File: src/scpr_pkg.sv
// ****************************************************************
// Shared constants for the six-channel parallel readout
// ****************************************************************
package scpr_pkg;

    // Clock rate and conversion time
    localparam int unsigned CLK_MHZ          = 250;
    localparam int unsigned CONV_TIME_US     = 3;                     // conversion_duration
    localparam int unsigned CONV_CYC         = CONV_TIME_US * CLK_MHZ; // 750 cycles
    localparam int unsigned CNT_W            = 10;
    localparam int unsigned LEN_W            = 12;

    // Geometry
    localparam int unsigned NPAIR            = 3;
    localparam int unsigned NCH              = 6;
    localparam int unsigned DW               = 16;
    localparam int unsigned DEF_RES_BITS     = 16;

    // Positions of the pins inside the synchroniser vector
    localparam int unsigned PIN_W            = 8;
    localparam int unsigned PIN_CONV         = 0;
    localparam int unsigned PIN_CS           = 3;
    localparam int unsigned PIN_RD           = 4;
    localparam int unsigned PIN_SPS          = 5;
    localparam int unsigned PIN_WB           = 6;
    localparam int unsigned PIN_HBF          = 7;
    localparam logic [7:0]  PIN_RST          = 8'h1F;  // Strobes idle high
    localparam logic [2:0]  CONV_IDLE        = 3'h7;   // Start pins idle high

    // Mode encodings
    localparam logic        SPS_PARALLEL     = 1'b0;
    localparam logic        WB_WORD          = 1'b0;
    localparam logic        WB_BYTE          = 1'b1;

    // Lane enables, active low: [1] = lines 15..8, [0] = lines 7..0
    localparam logic [1:0]  OE_OFF           = 2'h3;
    localparam logic [1:0]  OE_WORD          = 2'h0;
    localparam logic [1:0]  OE_BYTE          = 2'h1;

    // Reset values
    localparam logic [2:0]  PTR_RST          = 3'h0;
    localparam logic [15:0] DATA_RST         = 16'h0000;

    // Per-pair conversion sequencer
    typedef enum logic {
        PAIR_IDLE = 1'b0,
        PAIR_CONV = 1'b1
    } scpr_pair_st_t;

endpackage

File: src/scpr_top.sv
`timescale 1ns/1ps
// Behaviour
// RULE_01: Parallel port works when serial select low; word mode 0, byte mode 1.
// RULE_02: Host pulses conversion start low then high; rising edge starts conversion.
// RULE_03: Conversion timed internally, lasts 3 us, then busy goes low.
// RULE_04: Busy falling edge returns the sampling stages from hold to track.
// RULE_05: Each start input drives one pair: 1-2, 3-4, 5-6; results stored.
// RULE_06: All three starts together convert all six channels simultaneously.
// RULE_07: Data lines driven only while chip select and read both low.
// RULE_08: Host may tie chip select low; reads only after busy falls.
// RULE_09: Word mode needs one read per converted channel.
// RULE_10: Results appear in ascending channel order on successive reads.
// RULE_11: 14-bit variant: result on bits 13..0, bits 15..14 zero.
// RULE_12: 12-bit variant: result on bits 11..0, bits 15..12 zero.
// RULE_13: Host never starts a pair while busy is high.
// RULE_14: Host should avoid starting during reads and read after conversion.
// RULE_15: Byte mode gives each result in two reads on lines 15..8.
// RULE_16: Byte order select low gives low byte first, high gives high first.
// RULE_17: Byte mode with all six converted takes twelve reads.
// RULE_18: Busy goes high after a start rising edge while converting.
// RULE_19: Results are two's complement.
// RULE_20: Pointer advances after each read; resets to lowest channel on completion.
module scpr_top #(
    parameter int unsigned RES_BITS = scpr_pkg::DEF_RES_BITS
) (
    // Clock, reset and enable
    input  wire logic                clk_sys,
    input  wire logic                rstn,
    input  wire logic                ce,
    // Conversion start pins, one per pair
    input  wire logic [2:0]          pair_convert_start,
    // Parallel bus pins
    input  wire logic                cs_n,
    input  wire logic                rd_n,
    input  wire logic                serial_parallel_select,
    input  wire logic                word_byte_select,
    input  wire logic                high_byte_first,
    // Data lines, enables active low per byte lane
    output logic [15:0]              db_out,
    output logic [1:0]               db_oe_n,
    // Converter core side
    input  wire logic [5:0][15:0]    adc_code,
    output logic                     busy,
    output logic [2:0]               hold_pair
);

    // ****************************************************************
    // Constants and helpers
    // ****************************************************************
    localparam logic [15:0] RES_MASK = 16'((32'h1 << RES_BITS) - 1);
    localparam logic [15:0] RES_MSB  = 16'(32'h1 << (RES_BITS - 1));

    // Lowest channel set in a mask
    function automatic logic [2:0] first_ch(input logic [5:0] m);
        logic [2:0] r;
        r = scpr_pkg::PTR_RST;
        for (int i = 5; i >= 0; i--)
            if (m[i])
                r = 3'(i);
        return r;
    endfunction

    // Next channel above p in the mask, wrapping to the lowest
    function automatic logic [2:0] next_ch(input logic [5:0] m, input logic [2:0] p);
        logic [2:0] r;
        r = first_ch(m);
        for (int i = 5; i >= 0; i--)
            if (m[i] && (3'(i) > p))
                r = 3'(i);
        return r;
    endfunction

    // ****************************************************************
    // Pin synchronisers
    // ****************************************************************
    logic [7:0] pins_w;
    logic [7:0] lvl_w;

    assign pins_w = {high_byte_first, word_byte_select, serial_parallel_select,
                     rd_n, cs_n, pair_convert_start};

    scpr_sync #(
        .W   (scpr_pkg::PIN_W),
        .RST (scpr_pkg::PIN_RST)
    ) u_sync (
        .clk_sys (clk_sys),
        .rstn    (rstn),
        .ce      (ce),
        .pin_in  (pins_w),
        .level   (lvl_w)
    );

    logic [2:0] conv_lvl_w;
    logic       cs_lvl_w;
    logic       rd_lvl_w;
    logic       sps_lvl_w;
    logic       wb_lvl_w;
    logic       hbf_lvl_w;

    assign conv_lvl_w = lvl_w[scpr_pkg::PIN_CONV +: 3];
    assign cs_lvl_w   = lvl_w[scpr_pkg::PIN_CS];
    assign rd_lvl_w   = lvl_w[scpr_pkg::PIN_RD];
    assign sps_lvl_w  = lvl_w[scpr_pkg::PIN_SPS];
    assign wb_lvl_w   = lvl_w[scpr_pkg::PIN_WB];
    assign hbf_lvl_w  = lvl_w[scpr_pkg::PIN_HBF];

    // ****************************************************************
    // Conversion start and pair timers
    // ****************************************************************
    logic [2:0] conv_q_r;
    logic [2:0] rise_w;
    logic [2:0] start_w;
    logic [2:0] active_w;
    logic       any_act_w;
    logic       busy_r;
    logic       busy_fall_w;

    // Rising edge after a low phase is a complete start pulse
    assign rise_w      = conv_lvl_w & ~conv_q_r;                 // [RULE_02]
    // Each input starts its own pair; tied inputs start all pairs at once
    assign start_w     = rise_w & ~active_w;                     // [RULE_05] [RULE_06]
    assign any_act_w   = |active_w;
    assign busy_fall_w = busy_r & ~any_act_w;

    genvar gp;
    generate
        for (gp = 0; gp < scpr_pkg::NPAIR; gp++)
        begin : g_pair
            scpr_pair u_pair (
                .clk_sys (clk_sys),
                .rstn    (rstn),
                .ce      (ce),
                .start   (start_w[gp]),
                .active  (active_w[gp])
            );
        end
    endgenerate

    // ****************************************************************
    // Busy, hold and captured results
    // ****************************************************************
    logic [2:0]  hold_r;
    logic [2:0]  pend_r;
    logic [2:0]  pend_nxt;
    logic [5:0]  pend_ch_w;
    logic [5:0]  mask_r;
    logic [15:0] res_r [6];

    assign pend_nxt  = (busy_fall_w ? 3'h0 : pend_r) | start_w;
    assign pend_ch_w = {{2{pend_r[2]}}, {2{pend_r[1]}}, {2{pend_r[0]}}};

    // Busy follows the pair timers; hold drops for every pair when busy falls.
    // A start landing in the completion cycle still takes its pair into hold.
    // Edge memory resets to the idle-high level so reset never fakes a start.
    always_ff @(posedge clk_sys or negedge rstn)
    begin
        if (!rstn)
        begin
            conv_q_r <= scpr_pkg::CONV_IDLE;
            busy_r   <= 1'b0;
            hold_r   <= 3'h0;
            pend_r   <= 3'h0;
            mask_r   <= 6'h00;
        end
        else if (ce)
        begin
            conv_q_r <= conv_lvl_w;                              // [RULE_02]
            busy_r <= any_act_w;                                 // [RULE_18] [RULE_03]
            hold_r <= (busy_fall_w ? 3'h0 : hold_r) | start_w;   // [RULE_04]
            pend_r <= pend_nxt;
            if (busy_fall_w)
                mask_r <= pend_ch_w;
        end
    end

    // Offset-binary core codes become two's complement, right aligned, upper bits zero
    always_ff @(posedge clk_sys or negedge rstn)
    begin
        if (!rstn)
        begin
            for (int i = 0; i < scpr_pkg::NCH; i++)
                res_r[i] <= scpr_pkg::DATA_RST;
        end
        else if (ce && busy_fall_w)
        begin
            for (int i = 0; i < scpr_pkg::NCH; i++)
                if (pend_ch_w[i])
                    res_r[i] <= (adc_code[i] ^ RES_MSB) & RES_MASK; // [RULE_19] [RULE_11] [RULE_12]
        end
    end

    // ****************************************************************
    // Parallel readout
    // ****************************************************************
    logic        acc_w;
    logic        acc_q_r;
    logic        rd_end_w;
    logic [2:0]  ptr_r;
    logic [2:0]  ptr_nxt;
    logic        phase_r;
    logic        phase_nxt;
    logic [15:0] cur_w;
    logic        show_high_w;
    logic [15:0] db_nxt;
    logic [1:0]  oe_nxt;
    logic [15:0] db_r;
    logic [1:0]  oe_r;

    // Drive only with both strobes low and the parallel port selected
    assign acc_w       = ~cs_lvl_w & ~rd_lvl_w & (sps_lvl_w == scpr_pkg::SPS_PARALLEL); // [RULE_07]
    assign rd_end_w    = acc_q_r & ~acc_w;
    assign cur_w       = res_r[ptr_r];
    // First byte follows the order pin, second byte is the other half
    assign show_high_w = hbf_lvl_w ^ phase_r;                    // [RULE_16]
    assign db_nxt      = (wb_lvl_w == scpr_pkg::WB_WORD) ? cur_w :
                         {(show_high_w ? cur_w[15:8] : cur_w[7:0]), 8'h00}; // [RULE_15]
    assign oe_nxt      = !acc_w ? scpr_pkg::OE_OFF :
                         (wb_lvl_w == scpr_pkg::WB_WORD) ? scpr_pkg::OE_WORD
                                                         : scpr_pkg::OE_BYTE; // [RULE_01]

    // Word mode: one read per channel; byte mode: two reads per channel
    assign phase_nxt   = (wb_lvl_w == scpr_pkg::WB_BYTE) ? ~phase_r : 1'b0;   // [RULE_09] [RULE_17]
    assign ptr_nxt     = (phase_nxt) ? ptr_r : next_ch(mask_r, ptr_r);        // [RULE_10]

    // Pointer: completion wins over a read ending in the same cycle
    always_ff @(posedge clk_sys or negedge rstn)
    begin
        if (!rstn)
        begin
            ptr_r   <= scpr_pkg::PTR_RST;
            phase_r <= 1'b0;
            acc_q_r <= 1'b0;
        end
        else if (ce)
        begin
            acc_q_r <= acc_w;
            if (busy_fall_w)
            begin
                ptr_r   <= first_ch(pend_ch_w);                  // [RULE_20]
                phase_r <= 1'b0;
            end
            else if (rd_end_w)
            begin
                ptr_r   <= ptr_nxt;                              // [RULE_20]
                phase_r <= phase_nxt;
            end
        end
    end

    // Output lanes, registered so the pins never glitch
    always_ff @(posedge clk_sys or negedge rstn)
    begin
        if (!rstn)
        begin
            db_r <= scpr_pkg::DATA_RST;
            oe_r <= scpr_pkg::OE_OFF;
        end
        else if (ce)
        begin
            db_r <= db_nxt;
            oe_r <= oe_nxt;
        end
    end

    assign db_out    = db_r;
    assign db_oe_n   = oe_r;
    assign busy      = busy_r;
    assign hold_pair = hold_r;

    // ****************************************************************
    // Assertions
    // ****************************************************************
    logic [scpr_pkg::LEN_W-1:0] act_len_r;

    // Length of the current busy period, saturating
    always_ff @(posedge clk_sys or negedge rstn)
    begin
        if (!rstn)
            act_len_r <= '0;
        else if (ce)
            act_len_r <= !any_act_w ? '0 : (&act_len_r ? act_len_r : act_len_r + 1'b1);
    end
endmodule // scpr_top

File: src/scpr_sync.sv
`timescale 1ns/1ps
// ****************************************************************
// Three-stage pin synchroniser with agreement filter
// ****************************************************************
module scpr_sync #(
    parameter int unsigned     W   = 1,
    parameter logic [W-1:0]    RST = '0
) (
    // Clock and reset
    input  wire logic          clk_sys,
    input  wire logic          rstn,
    input  wire logic          ce,
    // Pins and filtered levels
    input  wire logic [W-1:0]  pin_in,
    output logic      [W-1:0]  level
);

    logic [W-1:0] s1_r;
    logic [W-1:0] s2_r;
    logic [W-1:0] s3_r;
    logic [W-1:0] level_r;
    logic [W-1:0] level_nxt;

    // A bit moves only when stages two and three agree; stage one feeds stage two only
    assign level_nxt = (s2_r & s3_r) | (level_r & (s2_r | s3_r));
    assign level     = level_r;

    // Shift chain
    always_ff @(posedge clk_sys or negedge rstn)
    begin
        if (!rstn)
        begin
            s1_r    <= RST;
            s2_r    <= RST;
            s3_r    <= RST;
            level_r <= RST;
        end
        else if (ce)
        begin
            s1_r    <= pin_in;
            s2_r    <= s1_r;
            s3_r    <= s2_r;
            level_r <= level_nxt;
        end
    end

endmodule // scpr_sync

File: src/scpr_pair.sv
`timescale 1ns/1ps
// ****************************************************************
// Conversion timer for one channel pair
// ****************************************************************
module scpr_pair (
    // Clock and reset
    input  wire logic clk_sys,
    input  wire logic rstn,
    input  wire logic ce,
    // Control
    input  wire logic start,
    output logic      active
);

    scpr_pkg::scpr_pair_st_t        st_r;
    scpr_pkg::scpr_pair_st_t        st_nxt;
    logic [scpr_pkg::CNT_W-1:0]     cnt_r;
    logic [scpr_pkg::CNT_W-1:0]     cnt_nxt;
    logic                           last_w;

    localparam logic [scpr_pkg::CNT_W-1:0] LAST = scpr_pkg::CNT_W'(scpr_pkg::CONV_CYC - 1);

    assign last_w = (cnt_r == LAST);
    assign active = (st_r == scpr_pkg::PAIR_CONV);

    // Starts while converting are ignored so a pair never restarts mid-conversion
    always_comb
    begin
        st_nxt  = st_r;
        cnt_nxt = cnt_r;
        unique case (st_r)
            scpr_pkg::PAIR_IDLE:
            begin
                cnt_nxt = '0;
                if (start)
                    st_nxt = scpr_pkg::PAIR_CONV;
            end
            scpr_pkg::PAIR_CONV:
            begin
                cnt_nxt = cnt_r + 1'b1;
                if (last_w)
                    st_nxt = scpr_pkg::PAIR_IDLE;
            end
        endcase
    end

    // State registers
    always_ff @(posedge clk_sys or negedge rstn)
    begin
        if (!rstn)
        begin
            st_r  <= scpr_pkg::PAIR_IDLE;
            cnt_r <= '0;
        end
        else if (ce)
        begin
            st_r  <= st_nxt;
            cnt_r <= cnt_nxt;
        end
    end

endmodule // scpr_pair

File: config.mk
export PLATFORM = sky130hd
export DESIGN_NAME = scpr_top
export DESIGN_NICKNAME = d
export VERILOG_FILES = /design/src/scpr_pkg.sv /design/src/scpr_top.sv /design/src/scpr_sync.sv /design/src/scpr_pair.sv
export SDC_FILE = /design/constraint.sdc
export NUM_CORES = 1
export LEC_CHECK = 0
export ABC_AREA = 1
export BUFFER_PORTS_ARGS = -buffer_cell sky130_fd_sc_hd__buf_4
export CAP_MARGIN = 10
export CORE_ASPECT_RATIO = 0.8
export CORE_UTILIZATION = 62
export DETAILED_ROUTE_END_ITERATION = 10
export PLACE_DENSITY_LB_ADDON = 0.08
export SETUP_SLACK_MARGIN = 0.05
export SLEW_MARGIN = 20
export SYNTH_ARGS = -nofsm -noshare
export SYNTH_HDL_FRONTEND = slang
export SYNTH_SLANG_ARGS = --single-unit
File: constraint.sdc
create_clock -name clk_sys -period 2.3 [get_ports clk_sys]
set_input_delay 0.23 -clock clk_sys [delete_from_list [all_inputs] [get_ports clk_sys]]
set_output_delay 0.23 -clock clk_sys [all_outputs]
set_load 0.02 [all_outputs]
==> impl_metrics.ini <==
[placed_design]
dpl.cell_count = 1433
placedInstanceArea_mm2 = 0.0106
io_buffer_count = 128
dp_hpwl_um = 14800
gp_congestion = 0.836

[sta]
min_period_over_period_pct = 81.6
hold_viol = 0
fmax_mhz = 533
rsz0062_at_grt = false
tightestPinTransition_ps = 678
slew_headroom_pct = 54.8
period_needed_ps = 1880
fin_setup_tns_ps = 0
setup_viol = 0
slew_viol_final = 0
skew_ps = 10.3

[critical_path]
rr_worst_depth = 7
slowest_delay_ps = 450
worst_r2r_endpoint = res_r[2]
crit_path_top_delay_cell = dfrtp_1
cp-startpoint = g_pair[2].u_pair.active
critPathMaxFanout = 57
rrSetupSlack_ps = 420
worstSetupStartpointType = register
worstSetupPathType = reg -> reg
path_cells = nor2_4 -> nand2_4 -> nor2_8 -> nand2_2 -> buf_4 -> nor2_1 -> a21oi_2
crit_path_end = res_r[2]
arrival_ps = 2180
worst_ep_required_time_ps = 2600
end_kind = register
r2r_start = g_pair[2].u_pair.active

[detailed_routing]
firstDrtPassIters = 5
routedWlPerCell_um = 14.8
first_iter_violations = 725
drcViolationCount = 0
ant_nets = 0
viasPerCell = 5.32
num_vias = 7862
totalWireLength_um = 21800

[pwr]
p_per_area_mw_per_mm2 = 925
p_leak_uw = 0.00580
vdd_drop_max_mv = 0.693

[logic_synthesis]
synthTopCellsByArea = dfrtp_1 (45%), nand2_1 (13%), a21oi_2 (7.3%), dfstp_2 (6.9%), inv_1 (5.9%)
yosysTopAreaCellShare_pct = 45.2
synth_most_common_cell = nand2_1
synth_area_leader_cell = dfrtp_1
synthArstFlopShare_pct = 100
synth_warnings = 0
synth_top_flop_cell = dfrtp_1
avgSynthCellArea_um2 = 8.29
synth_area_mm2 = 0.00952
seq_area_frac_synth_pct = 52.1
ys_types = 39
synth-seq-cells = 197
syn_inst = 1149
synth_edf_count = 0
synthTopCellsByCount = nand2_1 (318), dfrtp_1 (172), inv_1 (149), nor2_1 (128), nand3_1 (82)
syn_nets = 1262

[clock_tree]
clk_pin_slew_ps = 70
cts_sinks = 197
cts_root_buf = clkbuf_16
cts_tree = yes
clk_latency_ps = 440
cts.path.max_buffers = 2
htreeDepth = 4
cts_buffers = 17
cts_post_setup_buffers_inserted = 0

[floorplanning]
io_pins = 129
fp.dieArea_mm2 = 0.0159
coreArea_mm2 = 0.0150
initial_utilization_pct = 63.4
die_w_um = 141
rows = 40
die_y_um = 113

[flow_run]
drv_cap = 0

[min_path]
hold_class = in -> reg

[grt]
grt_usage_pct = 29.5
antenna_found_initial = 0
grt_pass1_wl_um = 36300
grt_max_degree = 80
first_global_vias = 7488
grt.overflow.total = 0

[layout]
drive_gt1_share_pct = 23.0
design_area_mm2 = 0.0113
filler_cell_count = 1132
diodes = 0
syn_to_final_growth_pct = 18.4
final_cell_count_no_fill = 1477
fin_nets = 1388

[status]
outcome = finished clean
routing by layer:
layer  global-route usage (%)  vias to the layer above  routed length [µm]
li1                         -                     3864                   -
met1                     43.2                     3688               10400
met2                     45.6                      285                9720
met3                     6.31                       25                1440
met4                     6.88                        0                 246
met5                        0                        -                   0
sequential cells by signal, indices dropped and copies added, names as in the netlist:
| name | count |
|---|---|
| db_out | 16 |
| u_sync.s1_r | 8 |
| g_pair.u_pair.active | 3 |
| acc_q_r | 1 |
| u_sync.level | 8 |
| phase_r | 1 |
| mask_r | 3 |
| busy | 1 |
| u_sync.s2_r | 8 |
| db_oe_n | 2 |
| g_pair.u_pair.cnt_r | 30 |
| u_sync.s3_r | 8 |
| ptr_r | 3 |
| conv_q_r | 3 |
| pend_r | 3 |
| res_r | 96 |
| hold_pair | 3 |
layout by cell type, fill, tap and decap left out, types with 2 or more instances in the layout:
cell type / synthesis / routed
nand3_1: 82 / 82
nand2_1: 318 / 316
o22ai_1: 3 / 3
o21a_1: 3 / 3
o21ai_0: 52 / 52
dlygate4sd3_1: 0 / 12
nand2_2: 1 / 3
o21ai_1: 6 / 6
dfrtp_1: 172 / 171
inv_4: 0 / 8
clkbuf_16: 0 / 18
o21bai_1: 2 / 2
nor2_1: 128 / 128
buf_12: 0 / 4
inv_1: 149 / 149
ha_1: 6 / 6
dfstp_2: 25 / 25
xor2_1: 2 / 2
buf_4: 5 / 142
nor3_1: 13 / 13
a21oi_2: 79 / 79
nor2_2: 2 / 2
clkinv_4: 0 / 4
nand4_1: 6 / 6
o211ai_1: 15 / 15
nor3b_1: 2 / 2
o31ai_1: 2 / 2
clkbuf_8: 0 / 2
a21oi_1: 17 / 17
power by group:
part           internal (µW)  switching, µW  total [µW]  leakage [µW]
combinational           1070           1860        2930       0.00342
sequential              4150            505        4650       0.00210
clock                   1490           1360        2840      0.000281
timing repair:
action	4_1_cts	5_1_grt
hold endpoints to repair	82	0
hold buffers	12	0
resized for setup	0	0
kinds of logic (layout without fill, tap and decap cells):
| family | after synthesis | in the layout | synth area share [%] |
|---|---|---|---|
| DFF | 197 | 197 | 52.1 |
| adders and majority gates | 6 | 6 | 0.788 |
| AOI/OAI and AO/OA | 182 | 182 | 13.4 |
| buffers and inverters | 203 | 342 | 9.43 |
| xor gates and xnor gates | 2 | 2 | 0.184 |
| and+or+nand+nor | 559 | 559 | 24.1 |
metrics by stage:
step / power [µW] / worst slack [ps] / hold slack, ps / utilization (%)
3_3_place_gp: 7460 / 586 / 317 / 70.6
6_report: 10400 / 423 / 1.09 / 75.1
4_1_cts: 10400 / 398 / 0.0222 / 75.1
5_1_grt: 11000 / 307 / 4.08 / 75.1
2_1_floorplan: 6450 / 824 / -65.6 / -
3_5_place_dp: 7540 / 510 / 317 / 70.6
worst min-delay path by stage:
| stage | startpoint | end | slack, ps | depth (start not counted) |
|---|---|---|---|---|
| 2_1_floorplan | rstn | acc_q_r | -70 | 0 |
| 3_3_place_gp | rstn | res_r[82] | 320 | 1 |
| 3_5_place_dp | rstn | res_r[82] | 320 | 1 |
| 4_1_cts | word_byte_select | u_sync.s1_r[6] | 0.02 | 3 |
| 5_1_grt | adc_code[95] | res_r[15] | 4 | 2 |
| 6_report | word_byte_select | u_sync.s1_r[6] | 1 | 3 |
critical path, delay by kind of cell, from the launching register on:
kind / cells / cell delay, ps
and+or+nand+nor: 5 / 870
DFF: 1 / 450
buffers and inverters: 1 / 340
AOI/OAI and AO/OA: 1 / 60
area by class of cell:
cell class	instances	area, µm²	share of cell area [%]
Sequential cell	197	4960	44.0
Multi-Input combinational cell	749	3670	32.5
Timing Repair Buffer	159	1280	11.4
Inverter	151	567	5.03
Clock buffer	19	464	4.12
Tap cell	189	236	2.10
Clock inverter	13	92.6	0.821
No activity file was read; power rests on OpenSTA's default activity.
